File: src/rtl/pwmpm_pkg.sv
// Shared constants and types for the pulse-width meter and PWM channel
package pwmpm_pkg;

  // Base time unit 0.1us and system clock rate
  localparam int unsigned SYS_CLK_HZ        = 40000000;
  localparam int unsigned TICK_NS           = 100;
  localparam int unsigned TICK_CYC          = (SYS_CLK_HZ / 1000000) * TICK_NS / 1000;
  // Result refresh interval, 1ms in ticks
  localparam int unsigned REFRESH_US        = 1000;
  localparam int unsigned REFRESH_TICKS     = REFRESH_US * 1000 / TICK_NS;

  // Width measurement limits in ticks
  localparam logic [31:0] WIDTH_MIN         = 32'h0000_07D0;
  localparam logic [31:0] WIDTH_MAX         = 32'h7FFF_FFFF;
  localparam logic [15:0] FAULT_RANGE_OVF   = 16'h0C80;
  localparam logic [15:0] FAULT_NONE        = 16'h0000;

  // PWM setting limits in ticks
  localparam logic [23:0] PWM_HIGH_MIN      = 24'h00000A;
  localparam logic [23:0] PWM_PER_MIN       = 24'h000032;
  localparam logic [23:0] PWM_LIM_MAX       = 24'h989680;

  // Input filter time selections
  typedef enum logic [2:0] {
    PWMPM_FLT_100US,
    PWMPM_FLT_1MS,
    PWMPM_FLT_5MS,
    PWMPM_FLT_10MS,
    PWMPM_FLT_20MS,
    PWMPM_FLT_70MS
  } pwmpm_flt_t;

  // Granularity in ticks for each filter time
  localparam logic [31:0] GRAN_100US        = 32'h0000_0032;
  localparam logic [31:0] GRAN_1MS          = 32'h0000_01F4;
  localparam logic [31:0] GRAN_5MS          = 32'h0000_1388;
  localparam logic [31:0] GRAN_20MS         = 32'h0000_2710;
  localparam logic [31:0] GRAN_70MS         = 32'h0000_C350;

  typedef enum logic [1:0] {
    PWMPM_M_IDLE,
    PWMPM_M_ARM,
    PWMPM_M_RUN,
    PWMPM_M_OVF
  } pwmpm_mstate_t;

endpackage : pwmpm_pkg

File: src/rtl/pwmpm_top.sv
// Pulse-width meter and PWM channel, top level
//
// Function
// - Measure high or low width of function input as selected.
// - Widths in 0.1us ticks, valid 2000..2147483647; beyond raises code 3200.
// - After overflow resume on new target level or start command restart.
// - Resume keeps fault code; only fault-clear command clears it.
// - Result refreshed every 1ms; latest width of interval shown.
// - Width granularity follows filter time: 50, 500, 5000, 5000, 10000, 50000.
// - Start command clears stored width, then sets active flag.
// - Start command released clears measurement active flag.
// - Interval begun before flag set is not measured.
// - Status bit follows function input level.
// - PWM up to 200kHz only on first match output.
// - High time accepted as 0 or 10..10000000 ticks.
// - Period accepted from 50 through 10000000 ticks.
// - Period lasts period setting, high for high-time setting.
// - Settings captured at run start; later changes ignored.
// - PWM waveform starts low.
// - Run command sets PWM active flag and keeps generating.
// - Run release stops waveform and clears PWM active flag.
`timescale 1ns/10ps
`default_nettype none
module pwmpm_top
  import pwmpm_pkg::*;
#(
  parameter int unsigned REFRESH_CYC = REFRESH_TICKS * TICK_CYC,
  // Overflow point of the width counter; a bench may lower it to reach the error path
  parameter logic [31:0] WIDTH_LIMIT = WIDTH_MAX
)
(
  input  wire logic              sys_clk,
  input  wire logic              sys_rst,
  input  wire logic              func_in,
  input  wire logic              meas_target_high,
  input  wire pwmpm_pkg::pwmpm_flt_t filter_sel,
  input  wire logic              width_meas_go_cmd,
  input  wire logic              fault_clear_cmd,
  input  wire logic              pwm_mode,
  input  wire logic              pwm_launch_instr,
  input  wire logic [23:0]       pwm_high_set,
  input  wire logic [23:0]       pwm_period_set,
  output logic [31:0]            width_result,
  output logic                   width_meas_active_flag,
  output logic                   func_input_level_bit,
  output logic [15:0]            channel_fault_code,
  output logic                   pwm_setting_error,
  output logic                   pwm_out,
  output logic                   pwm_active_flag
);
  import pwmpm_pkg::*;

  // Refuse settings that the dividers or the width counter cannot serve
  if (TICK_CYC < 1 || TICK_CYC > 64) begin : g_bad_tick
    $error("pwmpm_top: tick divider cannot serve this clock");
  end
  if (REFRESH_CYC < 2) begin : g_bad_refresh
    $error("pwmpm_top: refresh interval too short");
  end
  if (WIDTH_LIMIT < WIDTH_MIN) begin : g_bad_limit
    $error("pwmpm_top: width limit below the smallest valid width");
  end

  typedef struct packed {
    pwmpm_mstate_t st;
    logic [5:0]    tdiv;
    logic [31:0]   rdiv;
    logic [31:0]   wcnt;
    logic [31:0]   last;
    logic          have_new;
    logic [31:0]   result;
    logic          active;
    logic          cleared;
    logic          prev_in;
    logic [15:0]   fault;
    logic          serr;
  } pwmpm_st_t;

  pwmpm_st_t s_q;
  pwmpm_st_t s_d;

  logic        tick;
  logic        refresh;
  logic        at_target;
  logic        seg_start;
  logic        seg_end;
  logic [31:0] gran;
  logic [31:0] snapped;
  logic        set_ok;
  logic        run_gated;

  // Tick and refresh enables from dividers
  assign tick    = (s_q.tdiv == 6'(TICK_CYC - 1));
  assign refresh = (s_q.rdiv == REFRESH_CYC - 1);

  // Target level and its edges
  assign at_target = (func_in == meas_target_high);
  assign seg_start = at_target && (s_q.prev_in != meas_target_high);
  assign seg_end   = !at_target && (s_q.prev_in == meas_target_high);

  // Granularity table per filter time
  always_comb begin
    case (filter_sel)
      PWMPM_FLT_100US: gran = GRAN_100US;
      PWMPM_FLT_1MS:   gran = GRAN_1MS;
      PWMPM_FLT_5MS:   gran = GRAN_5MS;
      PWMPM_FLT_10MS:  gran = GRAN_5MS;
      PWMPM_FLT_20MS:  gran = GRAN_20MS;
      PWMPM_FLT_70MS:  gran = GRAN_70MS;
      default:         gran = GRAN_100US;
    endcase
  end

  // Width rounded down to the granularity; the divide is costly and combinational, its result taken once per pulse
  assign snapped = s_q.wcnt - (s_q.wcnt % gran);

  // Setting range check; a bad setting keeps the output off
  assign set_ok = ((pwm_high_set == 24'h000000) ||
                   (pwm_high_set >= PWM_HIGH_MIN && pwm_high_set <= PWM_LIM_MAX)) &&
                  (pwm_period_set >= PWM_PER_MIN && pwm_period_set <= PWM_LIM_MAX);
  assign run_gated = pwm_mode && pwm_launch_instr && (set_ok || pwm_active_flag);

  // Measurement state machine and result holding
  always_comb begin
    s_d         = s_q;
    s_d.prev_in = func_in;
    s_d.tdiv    = tick ? 6'h00 : s_q.tdiv + 6'h01;
    s_d.rdiv    = refresh ? 32'h0000_0000 : s_q.rdiv + 32'h0000_0001;
    s_d.serr    = pwm_mode && pwm_launch_instr && !set_ok && !pwm_active_flag;

    // Latest width only is presented at each refresh
    if (refresh && s_q.have_new) begin
      s_d.result   = s_q.last;
      s_d.have_new = 1'b0;
    end

    if (pwm_mode || !width_meas_go_cmd) begin
      s_d.st     = PWMPM_M_IDLE;
      s_d.active = 1'b0;
      s_d.cleared = 1'b0;
    end else begin
      case (s_q.st)
        PWMPM_M_IDLE: begin
          // Clear first, flag one cycle later
          s_d.result   = 32'h0000_0000;
          s_d.last     = 32'h0000_0000;
          s_d.have_new = 1'b0;
          s_d.cleared  = 1'b1;
          s_d.st       = PWMPM_M_ARM;
        end
        PWMPM_M_ARM: begin
          s_d.active = 1'b1;
          // Only a fresh target level after activation counts
          if (seg_start && s_q.active) begin
            s_d.wcnt = 32'h0000_0000;
            s_d.st   = PWMPM_M_RUN;
          end
        end
        PWMPM_M_RUN: begin
          if (seg_end) begin
            if (s_q.wcnt >= WIDTH_MIN) begin
              s_d.last     = snapped;
              s_d.have_new = 1'b1;
            end
            s_d.st = PWMPM_M_ARM;
          end else if (tick) begin
            if (s_q.wcnt == WIDTH_LIMIT) begin
              s_d.st    = PWMPM_M_OVF;
              s_d.fault = FAULT_RANGE_OVF;
            end else begin
              s_d.wcnt = s_q.wcnt + 32'h0000_0001;
            end
          end
        end
        PWMPM_M_OVF: begin
          // Resume on a new target level; fault code kept
          if (seg_start) begin
            s_d.wcnt = 32'h0000_0000;
            s_d.st   = PWMPM_M_RUN;
          end
        end
        default: s_d.st = PWMPM_M_IDLE;
      endcase
    end

    // Overflow in this cycle wins over a clear
    if (fault_clear_cmd && !(s_q.st == PWMPM_M_RUN && s_d.st == PWMPM_M_OVF)) begin
      s_d.fault = FAULT_NONE;
    end
  end

  always_ff @(posedge sys_clk) begin
    if (sys_rst) begin
      s_q <= '0;
    end else begin
      s_q <= s_d;
    end
  end

  // PWM on the first match output only
  pwmpm_pwm_gen u_pwm (
    .sys_clk         (sys_clk),
    .sys_rst         (sys_rst),
    .tick            (tick),
    .pwm_run_cmd     (run_gated),
    .pwm_high_set    (pwm_high_set),
    .pwm_period_set  (pwm_period_set),
    .pwm_out         (pwm_out),
    .pwm_active_flag (pwm_active_flag)
  );

  assign width_result           = s_q.result;
  assign width_meas_active_flag = s_q.active;
  assign func_input_level_bit   = s_q.prev_in;
  assign channel_fault_code     = s_q.fault;
  assign pwm_setting_error      = s_q.serr;

  // Checks on the measurement side

  // Width cleared the cycle before the active flag rises
  a_meas_clear_first: assert property (@(posedge sys_clk) disable iff (sys_rst)
    $rose(s_q.active) |-> s_q.result == 32'h0000_0000 && $past(s_q.cleared))
    else $error("active set before width cleared");

  // Releasing the start command drops the flag next cycle
  a_meas_stop_flag: assert property (@(posedge sys_clk) disable iff (sys_rst)
    !width_meas_go_cmd |=> !s_q.active)
    else $error("active flag not cleared");

  // Entering overflow always carries the range code
  a_ovf_code: assert property (@(posedge sys_clk) disable iff (sys_rst)
    s_q.st != PWMPM_M_OVF ##1 s_q.st == PWMPM_M_OVF |-> s_q.fault == FAULT_RANGE_OVF)
    else $error("overflow without code");

  // Overflow is reached from a running count only
  a_ovf_only_run: assert property (@(posedge sys_clk) disable iff (sys_rst)
    s_q.st != PWMPM_M_RUN && s_q.st != PWMPM_M_OVF |=> s_q.st != PWMPM_M_OVF)
    else $error("overflow without a running count");

  // Counter never passes the overflow point
  a_width_limit: assert property (@(posedge sys_clk) disable iff (sys_rst)
    s_q.st == PWMPM_M_RUN |-> s_q.wcnt <= WIDTH_LIMIT)
    else $error("width count beyond limit");

  // A width below the valid range never reaches the held value
  a_result_min: assert property (@(posedge sys_clk) disable iff (sys_rst)
    seg_end && s_q.st == PWMPM_M_RUN && s_q.wcnt < WIDTH_MIN |=> $stable(s_q.last))
    else $error("short width stored");

  // A fresh target level restarts counting after overflow
  a_ovf_resume: assert property (@(posedge sys_clk) disable iff (sys_rst)
    !pwm_mode && width_meas_go_cmd && s_q.st == PWMPM_M_OVF && seg_start |=> s_q.st == PWMPM_M_RUN)
    else $error("no resume after overflow");

  // Without a fresh target level the count stays stopped
  a_ovf_wait: assert property (@(posedge sys_clk) disable iff (sys_rst)
    s_q.st == PWMPM_M_OVF && !seg_start |=> s_q.st != PWMPM_M_RUN)
    else $error("count resumed without target level");

  // Code survives resume; only the clear command drops it
  a_fault_sticky: assert property (@(posedge sys_clk) disable iff (sys_rst)
    s_q.fault != FAULT_NONE && !fault_clear_cmd |=> s_q.fault == $past(s_q.fault))
    else $error("fault code changed without clear");

  // Clear command works whenever no overflow can land
  a_fault_clear: assert property (@(posedge sys_clk) disable iff (sys_rst)
    fault_clear_cmd && s_q.st != PWMPM_M_RUN |=> s_q.fault == FAULT_NONE)
    else $error("fault code not cleared");

  // Outside idle the result moves only at a refresh point
  a_result_refresh: assert property (@(posedge sys_clk) disable iff (sys_rst)
    !refresh && s_q.st != PWMPM_M_IDLE |=> $stable(s_q.result))
    else $error("result moved off refresh");

  // A refresh presents the latest stored width
  a_result_latest: assert property (@(posedge sys_clk) disable iff (sys_rst)
    refresh && s_q.have_new && s_q.st != PWMPM_M_IDLE |=> s_q.result == $past(s_q.last))
    else $error("refresh missed latest width");

  // Stored width is the count floored to the granularity
  a_width_floor: assert property (@(posedge sys_clk) disable iff (sys_rst)
    !pwm_mode && width_meas_go_cmd && s_q.st == PWMPM_M_RUN && seg_end && s_q.wcnt >= WIDTH_MIN |=>
    s_q.last % $past(gran) == 32'h0000_0000 && $past(s_q.wcnt) - s_q.last < $past(gran))
    else $error("width not floored to granularity");

  // No counting may start before the flag reads one
  a_arm_no_count: assert property (@(posedge sys_clk) disable iff (sys_rst)
    s_q.st == PWMPM_M_ARM && !s_q.active |=> s_q.st != PWMPM_M_RUN)
    else $error("count started before active flag");

  // Leaving the target level ends the count
  a_target_end: assert property (@(posedge sys_clk) disable iff (sys_rst)
    !pwm_mode && width_meas_go_cmd && s_q.st == PWMPM_M_RUN && seg_end |=> s_q.st == PWMPM_M_ARM)
    else $error("count ran past target level");

  // Status bit is the input one cycle late
  a_level_bit: assert property (@(posedge sys_clk) disable iff (sys_rst)
    1'b1 |=> func_input_level_bit == $past(func_in))
    else $error("level bit lags");

  // Checks on the PWM side

  // A bad setting never starts the generator
  a_pwm_bad_set: assert property (@(posedge sys_clk) disable iff (sys_rst)
    !pwm_active_flag && !set_ok |=> !pwm_active_flag)
    else $error("bad setting started pwm");

  // A refused start is reported
  a_pwm_serr: assert property (@(posedge sys_clk) disable iff (sys_rst)
    pwm_mode && pwm_launch_instr && !set_ok && !pwm_active_flag |=> pwm_setting_error)
    else $error("refused start not reported");

  // Accepted start raises the flag with the output low
  a_pwm_run_flag: assert property (@(posedge sys_clk) disable iff (sys_rst)
    run_gated && !pwm_active_flag |=> pwm_active_flag && !pwm_out)
    else $error("pwm flag not raised");

  // Output idles outside PWM mode
  a_pwm_mode_only: assert property (@(posedge sys_clk) disable iff (sys_rst)
    !pwm_mode |=> !pwm_out && !pwm_active_flag)
    else $error("pwm output outside pwm mode");

endmodule : pwmpm_top
`default_nettype wire

File: src/rtl/pwmpm_pwm_gen.sv
// PWM generator for the first match output
`timescale 1ns/10ps
`default_nettype none
module pwmpm_pwm_gen
  import pwmpm_pkg::*;
(
  input  wire logic        sys_clk,
  input  wire logic        sys_rst,
  input  wire logic        tick,
  input  wire logic        pwm_run_cmd,
  input  wire logic [23:0] pwm_high_set,
  input  wire logic [23:0] pwm_period_set,
  output logic             pwm_out,
  output logic             pwm_active_flag
);

  typedef struct packed {
    logic        run;
    logic [23:0] high;
    logic [23:0] per;
    logic [23:0] cnt;
    logic        out;
  } pwmpm_pwm_st_t;

  pwmpm_pwm_st_t s_q;
  pwmpm_pwm_st_t s_d;

  // Low part first, high part at the tail of each period
  always_comb begin
    s_d = s_q;
    if (!pwm_run_cmd) begin
      s_d.run = 1'b0;
      s_d.out = 1'b0;
      s_d.cnt = 24'h000000;
    end else if (!s_q.run) begin
      s_d.run  = 1'b1;
      s_d.high = pwm_high_set;
      s_d.per  = pwm_period_set;
      s_d.cnt  = 24'h000000;
      s_d.out  = 1'b0;
    end else if (tick) begin
      // Period wraps after per ticks; zero high time never rises
      if (s_q.cnt + 24'h000001 >= s_q.per) begin
        s_d.cnt = 24'h000000;
      end else begin
        s_d.cnt = s_q.cnt + 24'h000001;
      end
      s_d.out = (s_q.high != 24'h000000) &&
                (s_d.cnt >= s_q.per - s_q.high);
    end
  end

  always_ff @(posedge sys_clk) begin
    if (sys_rst) begin
      s_q <= '0;
    end else begin
      s_q <= s_d;
    end
  end

  assign pwm_out         = s_q.out;
  assign pwm_active_flag = s_q.run;

  a_pwm_start_low: assert property (@(posedge sys_clk) disable iff (sys_rst)
    $rose(s_q.run) |-> !s_q.out) else $error("pwm did not start low");
  a_pwm_stop_off: assert property (@(posedge sys_clk) disable iff (sys_rst)
    !pwm_run_cmd |=> !s_q.run && !s_q.out) else $error("pwm did not stop");
  a_pwm_zero_low: assert property (@(posedge sys_clk) disable iff (sys_rst)
    s_q.run && s_q.high == 24'h000000 |-> !s_q.out) else $error("zero high drove output");
  a_pwm_hold_set: assert property (@(posedge sys_clk) disable iff (sys_rst)
    s_q.run && pwm_run_cmd |=> $stable(s_q.per) && $stable(s_q.high)) else $error("settings changed");

endmodule : pwmpm_pwm_gen
`default_nettype wire

File: config.mk
export PLATFORM = sky130hd
export DESIGN_NAME = pwmpm_top
export DESIGN_NICKNAME = d
export VERILOG_FILES = /design/src/rtl/pwmpm_pkg.sv /design/src/rtl/pwmpm_top.sv /design/src/rtl/pwmpm_pwm_gen.sv
export SDC_FILE = /design/constraint.sdc
export NUM_CORES = 2
export LEC_CHECK = 0
export ABC_AREA = 1
export BUFFER_PORTS_ARGS = -buffer_cell sky130_fd_sc_hd__buf_2
export CORE_MARGIN = 5
export CORE_UTILIZATION = 30
export CTS_CLUSTER_SIZE = 8
export DETAILED_ROUTE_END_ITERATION = 7
export PLACE_DENSITY = 0.43
export REMOVE_ABC_BUFFERS = 1
export SYNTH_ARGS = -nofsm -noshare
export SYNTH_HDL_FRONTEND = slang
export SYNTH_HIERARCHICAL = 1
export SYNTH_SLANG_ARGS = --single-unit
File: constraint.sdc
create_clock -name sys_clk -period 90.2 [get_ports sys_clk]
set_input_delay 13.53 -clock sys_clk [delete_from_list [all_inputs] [get_ports sys_clk]]
set_output_delay 13.53 -clock sys_clk [all_outputs]
set_load 0.01 [all_outputs]
After elaboration in Yosys (flattened, before gate mapping)
Index checks and enable logic that the tools add are counted.

Divide/modulo/power cells: 1. Bitwise logic cells: 4. Eq/ne operators: 22. Add/subtract/negate cells: 6. Muxes and demuxes: 24. Order comparisons: 7. Reductions and logical operators: 38.

Operators with widths (count): $mux W32 (6); $mux W33 (4); $mux W24 (4); $pmux W32 S3 (1); $pmux W33 S2 (1); $add A32 B1 Y32 const B (2); $pmux W16 S4 (1); $ge A24 B24 Y1 (2); $le A24 B24 Y1 const B (2); $eq A32 B16 Y1 const B (1); $eq A32 B31 Y1 const B (1); $ge A32 B11 Y1 const B (1); $mod A32 B32 Y32 (1); $sub A32 B32 Y32 (1); $add A24 B1 Y24 const B (1); $ge A24 B4 Y1 const B (1); $ge A24 B6 Y1 const B (1); $logic_not A24 Y1 (1); $reduce_bool A24 Y1 (1); $sub A24 B24 Y24 (1); $logic_and A1 B1 Y1 (14); $ne A2 B2 Y1 const B (7); $mux W2 (6); $reduce_or A2 Y1 (6); 21 further kinds (35).

Output and inout port bits: 53. Bits in registers: 215. Logic and storage cells: 118. Bits of input ports: 59.

Depth between registers and ports, before layout
Word-level depth: 11. Mapped depth: 498. Mapped depth without buffers: 460.

By module
Netlist, hierarchy kept.

By module, submodules not included: pwmpm_top (area each 36546.3 µm², seq. area each 2802.7 µm², instances 1, cells each 6087); pwmpm_pwm_gen (area each 5993.2 µm², seq. area each 1481.4 µm², instances 1, cells each 922).

Worst setup path after synthesis
OpenSTA, ideal clock, no wires.

Path kind: in2reg. Start: input port filter_sel[2]. End: register, netlist name s_q[81]. Buffers on the path: 40. Required time: 90.068 ns. Arrival: 73.093 ns. Cell stages on the path: 470. Path slack: 16.975 ns. Library setup time: 0.132 ns. Cell sequence: inv_2 ha_1 inv_8 nand3b_4 buf_8 buf_6 clkbuf_8 buf_6 nand2_1 inv_1 ha_1 a21oi_1 or2_0 nand2_1 nand2_2 nand2_4 inv_2 nand2_1 (+434 left out) and2_1 o21ai_0 nand2_1 nand2_1 nand2_1 a21oi_1 o21ai_0 nand3_1 nand2_1 nand3_1 nand2_1 inv_1 nor2_1 inv_1 o21ai_0 a21oi_1 o21ai_0 a21oi_1.

RTL lines: start: declaration (RTL line pwmpm_top.sv:36) `input wire pwmpm_pkg::pwmpm_flt_t filter_sel,`.

==> results.sh <==
export IMPL_status="finished clean"
export IMPL_h_tree_depth=2
export IMPL_rsz0062_at_grt="false"
export IMPL_antenna_found_initial=3
export IMPL_crit_slowest_cell="o311ai_0"
export IMPL_fin_crit_ns=81.54
export IMPL_num_vias=44800
export IMPL_worst_pin_slew_ns=1.06
export IMPL_synthToLayoutAreaGrowth_pct=6.64
export IMPL_final_common_cell="nand2_1"
export IMPL_insertion_delay_ns=0.57
export IMPL_finalCritPeriodShare=0.904
export IMPL_rows=138
export IMPL_grt_usage=0.205
export IMPL_hpwlAfterDp_mm=133
export IMPL_drt_wl_total_mm=162
export IMPL_fmaxAchievable_mhz=12.3
export IMPL_async_flop_share=0
export IMPL_initial_core_util=0.301
export IMPL_final_cells=8896
export IMPL_maxCapViolCount=0
export IMPL_ant_nets=0
export IMPL_cts_path_max_buffers=3
export IMPL_via_per_inst=5.03
export IMPL_io_buffers=98
export IMPL_min_from="width_result[22]$_SDFF_PP0_"
export IMPL_first_global_vias=41200
export IMPL_placed_cells=8846
export IMPL_synth_area_per_cell_sq_um=6.07
export IMPL_io_pins=112
export IMPL_final_cell_mix="1615 x nand2_1, 955 x inv_1, 569 x nor2_1, 502 x a21oi_1, 501 x nand3_1"
export IMPL_cts_sinks=214
export IMPL_grt_pass1_wl_mm=246
export IMPL_finClkSkew_ns=0.0204
export IMPL_min_delay_path_depth=2
export IMPL_die_h_um=387
export IMPL_setup_violations=0
export IMPL_fp_coreArea_sq_mm=0.141
export IMPL_max_slew_margin_rel=0.290
export IMPL_nFillCells=16000
export IMPL_endpoint_kind="flip-flop"
export IMPL_cts_resized=0
export IMPL_cts_setup_buffers=0
export IMPL_seq_area_frac_synth=0.101
export IMPL_path_clk_slew_ns=0.06
export IMPL_firstDrtPassIters=8
export IMPL_cts_tree="yes"
export IMPL_cts_buffers=35
export IMPL_cp_top_family="simple AND/OR/NAND/NOR gates"
export IMPL_syn_area_sq_mm=0.0425
export IMPL_cts_root_buf="clkbuf_16"
export IMPL_drtIter0Drc=3490
export IMPL_crit_buf_inv=50
export IMPL_synth_edf_count=0
export IMPL_r2r_end="s_q[81]$_SDFFE_PP0P_"
export IMPL_setup_tns_ns=0
export IMPL_critPathLaunchType="input pin"
export IMPL_cp_slowest_stage_delay_ns=0.72
export IMPL_min_to="width_result[22]$_SDFF_PP0_"
export IMPL_min_path_type="reg -> reg"
export IMPL_crit_path_frequent_cell="nand2_1"
export IMPL_drc=0
export IMPL_grt_overflow_total=0
export IMPL_synthTopCellsByArea="nand2_1 14%, ha_1 12%, dfxtp_1 10%"
export IMPL_grt_max_degree=97
export IMPL_die_area_sq_mm=0.149
export IMPL_yosysTopAreaCellShare=0.143
export IMPL_ys_warn_count=6
export IMPL_regToRegSetupSlack_ns=22.61
export IMPL_crit_type="in -> reg"
export IMPL_yosys_area_top_type="nand2_1"
export IMPL_yosys_cell_types_count=91
export IMPL_place_gp_congestion=0.909
export IMPL_die_w_um=387
export IMPL_crit_required_ns=90.62
export IMPL_ys_ff_latch=214
export IMPL_syn_inst=7009
export IMPL_final_nets=7463
export IMPL_reg2regPathDepth=415
export IMPL_synth_ff_type="dfxtp_1"
export IMPL_worstPathArrival_ns=81.96
export IMPL_cts_hold_buf=0
export IMPL_routedWlPerCell_um=18.2
export IMPL_whs_ns=0.439
export IMPL_r2r_start="s_q[114]$_SDFFE_PP0P_"
export IMPL_final_layout_size_suffix_gt1_frac=0.123
export IMPL_utilization=0.321
export IMPL_finalHoldViolations=0
export IMPL_worstPathMaxFanout=35
export IMPL_slew_violations=0
## cell usage after synthesis (all sizes together), types with 33 or more instances
cell and count:
nand3 643, a21oi 521, nand4 207, nand2 1889
xor2 187, dfxtp 214, buf 108, o21ai 474
clkbuf 81, ha 410, a21o 33, o21bai 40
nor3 109, xnor2 142, inv 1026, nor4 36
or2 37, nor2 662
## stage by stage
step                      area, sq um  setup slack, ns
after floorplan                 41200            19.19
after global placement          44300            10.18
after detailed placement        44300             8.58
after CTS                       45400             9.03
after global routing            45400             1.27
final                           45400             8.66
## kinds of logic after synthesis
family	after synthesis	share of synthesized area
xor gates and xnor gates	329	0.0681
DFF	214	0.101
and+or+nand+nor	3649	0.430
muxes	5	0.00118
adders and majority gates	411	0.121
buffers and inverters	1246	0.128
other	1	0.0000882
AOI/OAI and AO/OA	1154	0.151
## flip-flops by register name (all words and copies together), names as in the netlist
name                    cells
u_pwm/pwm_active_flag       1
width_result               32
pwm_setting_error           1
channel_fault_code          1
width_meas_active_flag      1
s_q                       104
u_pwm/s_q                  72
func_input_level_bit        1
u_pwm/pwm_out               1
## cell type report
type	instances	area, sq um	area share
well taps	1890	2360	0.0521
inverters	1055	4060	0.0895
flip-flops and latches	214	4280	0.0944
repair buffers	126	701	0.0154
diodes	1	2.50	0.0000552
clock inverters	6	97.6	0.00215
multi-input cells	5561	32900	0.725
clock buffers	43	958	0.0211
## worst max-delay path by stage
stage / start / end / slack (ns) / cells after the start
global placement: filter_sel[0] / s_q[81]$_SDFFE_PP0P_ / 10.18 / 428
finish: filter_sel[0] / s_q[81]$_SDFFE_PP0P_ / 8.66 / 421
CTS: filter_sel[0] / s_q[84]$_SDFFE_PP0P_ / 9.03 / 416
floorplan: filter_sel[2] / s_q[84]$_SDFFE_PP0P_ / 19.19 / 419
global route: filter_sel[0] / s_q[81]$_SDFFE_PP0P_ / 1.27 / 424
detailed placement: filter_sel[0] / s_q[84]$_SDFFE_PP0P_ / 8.58 / 416
## per-layer routing
| layer | up-vias | global-route usage | share of wire |
|---|---|---|---|
| li1 | 23000 | - | - |
| met1 | 20700 | 0.308 | 0.51 |
| met2 | 1005 | 0.324 | 0.43 |
| met3 | 132 | 0.0166 | 0.043 |
| met4 | 0 | 0.0304 | 0.014 |
| met5 | - | 0 | 0 |
## worst min-delay path, stage by stage, from the launching register on
cell and delay, ns:
dfxtp_1 0.30, inv_1 0.04, a21oi_1 0.05
Power is left out: the tool's default activity adds up to more than one toggle a clock period on the data nets, which glitch-free logic cannot reach.
